$ cat src/hw/csf_regs.vh
`ifndef CSF_REGS_VH
`define CSF_REGS_VH

// ----------------------------------------
// Register offsets
// ----------------------------------------
`define CSF_ADDR_MISC       8'h07
`define CSF_ADDR_STATUS     8'h08
`define CSF_ADDR_FAULT      8'h09

// ----------------------------------------
// Control register fields and reset
// ----------------------------------------
`define CSF_MISC_RESET      8'h4B
`define CSF_B_DETECT        7
`define CSF_B_HALF_RATE     6
`define CSF_B_SW_OFF        5
`define CSF_B_CHG_IEN       1
`define CSF_B_BAT_IEN       0

// ----------------------------------------
// Status encodings
// ----------------------------------------
`define CSF_SRC_UNKNOWN     2'h0
`define CSF_SRC_USB_HOST    2'h1
`define CSF_SRC_ADAPTER     2'h2
`define CSF_SRC_BOOST       2'h3
`define CSF_PH_IDLE         2'h0
`define CSF_PH_PRE          2'h1
`define CSF_PH_FAST         2'h2
`define CSF_PH_DONE         2'h3

// ----------------------------------------
// Fault encodings and fields
// ----------------------------------------
`define CSF_CF_NORMAL       2'h0
`define CSF_CF_INPUT        2'h1
`define CSF_CF_THERMAL      2'h2
`define CSF_CF_TIMER        2'h3
`define CSF_B_WDOG          7
`define CSF_B_BOOST         6
`define CSF_B_BATOV         3
`define CSF_B_COLD          1
`define CSF_B_HOT           0

`endif

$ cat src/hw/csf_timer_tick.v
`timescale 1ns/1ps
`default_nettype none
// Safety timer advance pulse, halved while limiting or thermal regulating if enabled
module csf_timer_tick (
  input  wire core_clk_i,
  input  wire rst_n_i,
  input  wire base_tick_i,
  input  wire half_rate_en_i,
  input  wire slow_cond_i,
  output reg  timer_tick_o
);
  reg skip_r;

  always @(posedge core_clk_i or negedge rst_n_i) begin
    if (!rst_n_i) begin
      skip_r       <= 1'b0;
      timer_tick_o <= 1'b0;
    end else begin
      timer_tick_o <= 1'b0;
      if (base_tick_i) begin
        if (half_rate_en_i && slow_cond_i) begin
          skip_r       <= ~skip_r;
          timer_tick_o <= skip_r;
        end else begin
          skip_r       <= 1'b0;
          timer_tick_o <= 1'b1;
        end
      end
    end
  end
endmodule
`default_nettype wire

$ cat src/hw/csf_sync2.v
`timescale 1ns/1ps
`default_nettype none
// Two-flop synchroniser for a bus of levels
module csf_sync2 #(
  parameter W = 8
) (
  input  wire         core_clk_i,
  input  wire         rst_n_i,
  input  wire [W-1:0] async_i,
  output reg  [W-1:0] sync_o
);
  reg [W-1:0] meta_r;

  always @(posedge core_clk_i or negedge rst_n_i) begin
    if (!rst_n_i) begin
      meta_r <= {W{1'b0}};
      sync_o <= {W{1'b0}};
    end else begin
      meta_r <= async_i;
      sync_o <= meta_r;
    end
  end
endmodule
`default_nettype wire

$ cat src/hw/csf_regbank.v
// Contract
// - Force detect bit self-clears after detection
// - Half-rate safety timer during limiting or thermal regulation if set
// - Force-off bit turns battery switch off
// - Charge fault interrupt enable, resets one
// - Battery fault interrupt enable, resets one
// - Input source type two-bit status
// - Charge phase two-bit status
// - Limiting, power good, thermal status bits
// - Minimum system voltage regulation status bit
// - Watchdog fault latched until read
// - Boost fault on any boost-blocking condition
// - Charge fault code encoding
// - Battery overvoltage fault bit
// - Cold and hot thermistor fault bits
// - Faults latch; read returns then clears
// - After clearing read reload persisting faults
// - Adapter removal sets input code once
`timescale 1ns/1ps
`default_nettype none
`include "csf_regs.vh"

module csf_regbank (
  input  wire       core_clk_i,
  input  wire       rst_n_i,
  // Register access from the serial slave, same clock
  input  wire [7:0] reg_addr_i,
  input  wire       reg_wr_i,
  input  wire [7:0] reg_wdata_i,
  input  wire       reg_rd_i,
  output reg  [7:0] reg_rdata_o,
  // Analog and power-stage conditions (asynchronous)
  input  wire       input_present_i,
  input  wire       detect_done_i,
  input  wire [1:0] input_source_type_i,
  input  wire [1:0] charge_phase_i,
  input  wire       input_voltage_limiting_i,
  input  wire       input_current_limiting_i,
  input  wire       input_power_good_i,
  input  wire       thermal_regulating_i,
  input  wire       min_system_regulating_i,
  input  wire       boost_mode_i,
  input  wire       watchdog_expired_i,
  input  wire       boost_overload_i,
  input  wire       input_overvoltage_i,
  input  wire       battery_too_low_i,
  input  wire       bad_source_i,
  input  wire       thermal_shutdown_i,
  input  wire       safety_timer_expired_i,
  input  wire       battery_overvoltage_i,
  input  wire       cold_buck_i,
  input  wire       hot_buck_i,
  input  wire       cold_boost_i,
  input  wire       hot_boost_i,
  // Same-clock timebase for the safety timer
  input  wire       timer_base_tick_i,
  // Controls and interrupt
  output reg        force_line_detect_o,
  output reg        timer_half_rate_en_o,
  output reg        battery_switch_force_off_o,
  output reg        timer_tick_o,
  output reg        irq_o
);

  // ----------------------------------------
  // Input synchronisation
  // ----------------------------------------
  localparam NS = 25;
  wire [NS-1:0] raw_w;
  wire [NS-1:0] syn_w;

  assign raw_w = {input_present_i, detect_done_i, input_source_type_i,
                  charge_phase_i, input_voltage_limiting_i,
                  input_current_limiting_i, input_power_good_i,
                  thermal_regulating_i, min_system_regulating_i,
                  boost_mode_i, watchdog_expired_i, boost_overload_i,
                  input_overvoltage_i, battery_too_low_i, bad_source_i,
                  thermal_shutdown_i, safety_timer_expired_i,
                  battery_overvoltage_i, cold_buck_i, hot_buck_i,
                  cold_boost_i, hot_boost_i, 1'b0};

  csf_sync2 #(.W(NS)) u_sync (
    .core_clk_i (core_clk_i),
    .rst_n_i    (rst_n_i),
    .async_i    (raw_w),
    .sync_o     (syn_w)
  );

  wire       s_present   = syn_w[24];
  wire       s_done      = syn_w[23];
  wire [1:0] s_src       = syn_w[22:21];
  wire [1:0] s_phase     = syn_w[20:19];
  wire       s_vlim      = syn_w[18];
  wire       s_ilim      = syn_w[17];
  wire       s_pg        = syn_w[16];
  wire       s_therm     = syn_w[15];
  wire       s_minsys    = syn_w[14];
  wire       s_boost     = syn_w[13];
  wire       s_wdog      = syn_w[12];
  wire       s_bovl      = syn_w[11];
  wire       s_ovp       = syn_w[10];
  wire       s_blow      = syn_w[9];
  wire       s_bad       = syn_w[8];
  wire       s_tsd       = syn_w[7];
  wire       s_tmr       = syn_w[6];
  wire       s_batov     = syn_w[5];
  wire       s_cold_bk   = syn_w[4];
  wire       s_hot_bk    = syn_w[3];
  wire       s_cold_bst  = syn_w[2];
  wire       s_hot_bst   = syn_w[1];
  wire       s_unused    = syn_w[0];

  // ----------------------------------------
  // Control register
  // ----------------------------------------
  reg  [7:0] misc_r;
  wire       wr_misc = reg_wr_i && (reg_addr_i == `CSF_ADDR_MISC);
  reg        present_d_r;
  reg        adapter_d_r;

  always @(posedge core_clk_i or negedge rst_n_i) begin
    if (!rst_n_i) begin
      misc_r <= `CSF_MISC_RESET;
    end else begin
      if (wr_misc) begin
        misc_r <= reg_wdata_i;
      end
      if (s_done && misc_r[`CSF_B_DETECT] && !(wr_misc && reg_wdata_i[`CSF_B_DETECT])) begin
        misc_r[`CSF_B_DETECT] <= 1'b0;
      end
    end
  end

  // ----------------------------------------
  // Status composition
  // ----------------------------------------
  wire [7:0] status_w;
  assign status_w = {s_src, s_phase, (s_vlim | s_ilim), s_pg, s_therm, s_minsys};

  // ----------------------------------------
  // Live fault conditions
  // ----------------------------------------
  wire       adapter_gone = present_d_r && !s_present && adapter_d_r;
  reg  [1:0] cf_live;
  always @* begin
    cf_live = `CSF_CF_NORMAL;
    if (s_ovp || s_bad) begin
      cf_live = `CSF_CF_INPUT;
    end
    if (s_tsd) begin
      cf_live = `CSF_CF_THERMAL;
    end
    if (s_tmr) begin
      cf_live = `CSF_CF_TIMER;
    end
  end

  wire cold_w = s_boost ? s_cold_bst : s_cold_bk;
  wire hot_w  = s_boost ? s_hot_bst  : s_hot_bk;
  wire [7:0] live_w;
  assign live_w = {s_wdog, (s_bovl | s_ovp | s_blow), cf_live, s_batov, 1'b0, cold_w, hot_w};

  // ----------------------------------------
  // Latched fault register
  // ----------------------------------------
  reg  [7:0] fault_r;
  reg  [7:0] fault_nxt;
  reg  [7:0] new_bits;
  wire       rd_fault = reg_rd_i && (reg_addr_i == `CSF_ADDR_FAULT);
  reg  [1:0] cf_evt;

  always @* begin
    cf_evt = cf_live;
    if (adapter_gone && (cf_live == `CSF_CF_NORMAL)) begin
      cf_evt = `CSF_CF_INPUT;
    end
    if (rd_fault) begin
      fault_nxt = {live_w[7:6], cf_evt, live_w[3:0]};
    end else begin
      fault_nxt = fault_r | {live_w[7:6], 2'h0, live_w[3:0]};
      if (fault_r[5:4] == `CSF_CF_NORMAL) begin
        fault_nxt[5:4] = cf_evt;
      end
    end
    fault_nxt[2] = 1'b0;
    new_bits = fault_nxt & ~fault_r;
    if (fault_nxt[5:4] != fault_r[5:4]) begin
      new_bits[5:4] = 2'h3;
    end else begin
      new_bits[5:4] = 2'h0;
    end
  end

  always @(posedge core_clk_i or negedge rst_n_i) begin
    if (!rst_n_i) begin
      fault_r     <= 8'h00;
      present_d_r <= 1'b0;
      adapter_d_r <= 1'b0;
    end else begin
      fault_r     <= fault_nxt;
      present_d_r <= s_present;
      adapter_d_r <= (s_src == `CSF_SRC_ADAPTER);
    end
  end

  // ----------------------------------------
  // Interrupt and outputs
  // ----------------------------------------
  wire irq_evt;
  assign irq_evt = new_bits[`CSF_B_WDOG] | new_bits[`CSF_B_BOOST]
                 | new_bits[`CSF_B_COLD] | new_bits[`CSF_B_HOT]
                 | (misc_r[`CSF_B_CHG_IEN] & (new_bits[5] | new_bits[4]) & (fault_nxt[5:4] != `CSF_CF_NORMAL))
                 | (misc_r[`CSF_B_BAT_IEN] & new_bits[`CSF_B_BATOV]);

  always @(posedge core_clk_i or negedge rst_n_i) begin
    if (!rst_n_i) begin
      reg_rdata_o                <= 8'h00;
      force_line_detect_o        <= 1'b0;
      timer_half_rate_en_o       <= 1'b1;
      battery_switch_force_off_o <= 1'b0;
      irq_o                      <= 1'b0;
    end else begin
      // Detect request only meaningful with input present
      force_line_detect_o        <= misc_r[`CSF_B_DETECT] & s_present;
      timer_half_rate_en_o       <= misc_r[`CSF_B_HALF_RATE];
      battery_switch_force_off_o <= misc_r[`CSF_B_SW_OFF];
      irq_o                      <= irq_evt;
      if (reg_rd_i) begin
        case (reg_addr_i)
          `CSF_ADDR_MISC:   reg_rdata_o <= misc_r;
          `CSF_ADDR_STATUS: reg_rdata_o <= status_w;
          `CSF_ADDR_FAULT:  reg_rdata_o <= fault_r;
          default:          reg_rdata_o <= 8'h00;
        endcase
      end
    end
  end

  // ----------------------------------------
  // Safety timer pacing
  // ----------------------------------------
  wire tick_w;
  csf_timer_tick u_tick (
    .core_clk_i     (core_clk_i),
    .rst_n_i        (rst_n_i),
    .base_tick_i    (timer_base_tick_i),
    .half_rate_en_i (misc_r[`CSF_B_HALF_RATE]),
    .slow_cond_i    (s_vlim | s_ilim | s_therm),
    .timer_tick_o   (tick_w)
  );

  always @(posedge core_clk_i or negedge rst_n_i) begin
    if (!rst_n_i) begin
      timer_tick_o <= 1'b0;
    end else begin
      timer_tick_o <= tick_w & ~s_unused;
    end
  end

endmodule
`default_nettype wire

$ cat config.mk
export PLATFORM = sky130hd
export DESIGN_NAME = csf_regbank
export DESIGN_NICKNAME = d
export VERILOG_FILES = /design/src/hw/csf_timer_tick.v /design/src/hw/csf_sync2.v /design/src/hw/csf_regbank.v
export VERILOG_INCLUDE_DIRS = /design/src /design/src/hw
export SDC_FILE = /design/constraint.sdc
export NUM_CORES = 1
export LEC_CHECK = 0
export ABC_CLOCK_PERIOD_IN_PS = 1400
export BUFFER_PORTS_ARGS = -buffer_cell sky130_fd_sc_hd__buf_2
export CORE_MARGIN = 5
export CORE_UTILIZATION = 53
export DETAILED_ROUTE_END_ITERATION = 16
export PLACE_DENSITY_LB_ADDON = 0.12
export SLEW_MARGIN = 20
export SYNTH_ARGS = -nofsm -noshare
export SYNTH_HDL_FRONTEND = slang
export SYNTH_SLANG_ARGS = --single-unit
$ cat constraint.sdc
create_clock -name core_clk_i -period 1.4 [get_ports core_clk_i]
set_input_delay 0.28 -clock core_clk_i [delete_from_list [all_inputs] [get_ports core_clk_i]]
set_output_delay 0.28 -clock core_clk_i [all_outputs]
set_load 0.02 [all_outputs]
==> impl_metrics.tcl <==
set metrics [dict create \
    seq_area_frac_synth 0.7424 \
    grt_overflow 0 \
    max_freq_mhz 781.4 \
    synthTopCellsByCount "75 x dfrtp_1, 15 x nand2_1, 9 x inv_1, 9 x o22ai_1" \
    finalCriticalPeriod_ps 1280 \
    cp-startpoint "timer_half_rate_en_o" \
    dp.final_hpwl_um 3095 \
    status "complete, no violations" \
    fin_skew_ps 6.463 \
    via_per_inst 4.842 \
    ios 58 \
    critPathTopFamily "flip-flops" \
    syn-cell-area_mm2 0.002705 \
    cp_data_arrival_time_ps 1000 \
    hold_buffers 1 \
    grt_start_max_net_pins 81 \
    rsz0062_at_grt "false" \
    cp.required_ps 1120 \
    cts_max_level 3 \
    synth_area_leaders "dfrtp_1 69%, dfstp_2 4.9%, mux2_4 4.4%" \
    synth_top_area_frac 0.6938 \
    hold_viol_final 0 \
    clkLatencyLatePin_ps 340 \
    clk_path_buf_depth 2 \
    n_antenna_cell 0 \
    final_cell_area_mm2 0.003367 \
    die_h_um 81.44 \
    slowest_delay_ps 510 \
    yosysTopAreaCell "dfrtp_1" \
    vias 1559 \
    synth.most_common_cell "dfrtp_1" \
    cts-root-buf "clkbuf_8" \
    relSlewSlack 0.6313 \
    cts_resized 0 \
    drv_slew 0 \
    placed_cell_area_mm2 0.003133 \
    avgSynthCellArea_um2 15.64 \
    synth_nets 218 \
    core_mm2 0.005042 \
    drv_cap 0 \
    ys.warnings.count 0 \
    postCtsSetupRepairBufs 0 \
    final_core_util 0.6677 \
    die_w_um 81.44 \
    clk_pin_slew_ps 80 \
    async_reset_ff_frac 1.000 \
    cts.sinks 80 \
    p_leak_nw 1.653 \
    path_cells "buf_2" \
    antenna_found_initial 0 \
    worst_slew_pin_slew_ps 550.7 \
    initial_utilization 0.5365 \
    place_congestion 0.7704 \
    drtIter0Drc 61 \
    layout.nets 292 \
    powerDensity_mw_per_mm2 1340 \
    min_period_over_period 0.9141 \
    drt-pass1-iter-count 4 \
    ant_nets 0 \
    design.die.area_mm2 0.006632 \
    drive_gt1_frac 0.3849 \
    critPathSlowestCell "dfstp_2" \
    hp-class "input port to flip-flop" \
    timing.rr.start "u_sync.sync_o[10]" \
    synth_seq_cells 80 \
    fin_setup_tns_ps 0 \
    yosysUniqueCellTypes 34 \
    grt_pass1_wl_um 7355 \
    grt_pass1_vias 1576 \
    setup_violations 0 \
    fp-row-count 26 \
    crit_fanout 1 \
    ir_drop_v 0.0009606 \
    cp-start-kind "flip-flop" \
    cts_tree "done" \
    route.detailed.drc 0 \
    grtUsageTotal 0.1520 \
    cts_inserted_buffers 9 \
    wl_per_cell_um 13.62 \
    port-buffer-count 57 \
    path_class "flip-flop to output pin" \
    hold_start "battery_too_low_i" \
    ys.flop_type "dfrtp_1" \
    path_buf_inv 1 \
    n_fill_cell 363 \
    syn_inst 173 \
    areaGrowthSynthToFinish_pct 24.47 \
    wl_um 4387 \
    synth_edf_count 0 \
    critPathCaptureType "output pin" \
    whs_ps 42.55 \
]
-- cells by family after synthesis --
family,synth area share
buffers and inverters,0.01988
AOI/OAI and AO/OA,0.07585
DFF,0.7424
and+or+nand+nor,0.08371
muxes,0.07817
-- routing by layer --
layer | global-route usage | part of all wire | vias to the layer above
met1 | 0.2030 | 0.44 | 755
met3 | 0.04825 | 0.072 | 7
li1 | - | - | 746
met2 | 0.2248 | 0.47 | 51
met4 | 0.07601 | 0.016 | 0
met5 | 0 | 0 | -
-- sequential cells by signal (all words and copies together), names as in the netlist --
register                    count
u_sync.meta_r                  24
u_sync.sync_o                  24
misc_r                          8
reg_rdata_o                     8
fault_r                         7
adapter_d_r                     1
battery_switch_force_off_o      1
force_line_detect_o             1
irq_o                           1
present_d_r                     1
timer_half_rate_en_o            1
timer_tick_o                    1
u_tick.skip_r                   1
u_tick.timer_tick_o             1
-- power breakdown --
part / switching [W] / internal, W
logic: 0.000112 / 0.000110
clock network: 0.000737 / 0.00110
registers: 0.0000405 / 0.00241
-- final timing paths --
| kind | to | slack [ps] | cells past startpoint |
|---|---|---|---|
| worst min register to register | u_sync.sync_o[8] | 350 | 0 |
| worst max-delay path | timer_half_rate_en_o | 120 | 1 |
| worst min-delay path | u_sync.meta_r[9] | 40 | 1 |
| worst max register to register | irq_o | 140 | 4 |
| max in group asynchronous | misc_r[0] | 560 | 3 |
| min in group asynchronous | misc_r[2] | 490 | 3 |
-- stage by stage --
stage	total power [W]	cells	setup WS, ps
finish	0.004512	322	120.3
global route	0.004717	322	35.04
CTS	0.004575	322	97.98
detailed placement	0.002724	305	-156.4
global placement	0.002716	305	-96.51
floorplan	0.002566	173	-56.02
-- cells in the final DEF, fill, tap and decap left out, types with 2 or more instances in the layout --
| master | instances |
|---|---|
| dfrtp_1 | 75 |
| buf_2 | 56 |
| nand2_1 | 15 |
| clkbuf_8 | 11 |
| inv_1 | 9 |
| o22ai_1 | 9 |
| mux2i_1 | 8 |
| mux2_4 | 8 |
| buf_4 | 8 |
| a2bb2oi_1 | 6 |
| dfstp_2 | 5 |
| nor2_1 | 4 |
| nor2b_1 | 4 |
| nor3_1 | 3 |
| a21o_1 | 2 |
| o21a_1 | 2 |
| a31oi_1 | 2 |
| and2_1 | 2 |
| clkbuf_1 | 2 |
| bufinv_16 | 2 |
-- final cells by class --
type                            instances  area (µm²)  area share
Sequential cell                        80        2008      0.5964
Multi-Input combinational cell         81       643.1      0.1910
Timing Repair Buffer                   66       370.4      0.1100
Clock buffer                           13       158.9     0.04719
Tap cell                               70       87.58     0.02601
Clock inverter                          3       65.06     0.01932
Inverter                                9       33.78     0.01003
Power figures use the tool's default switching activity.
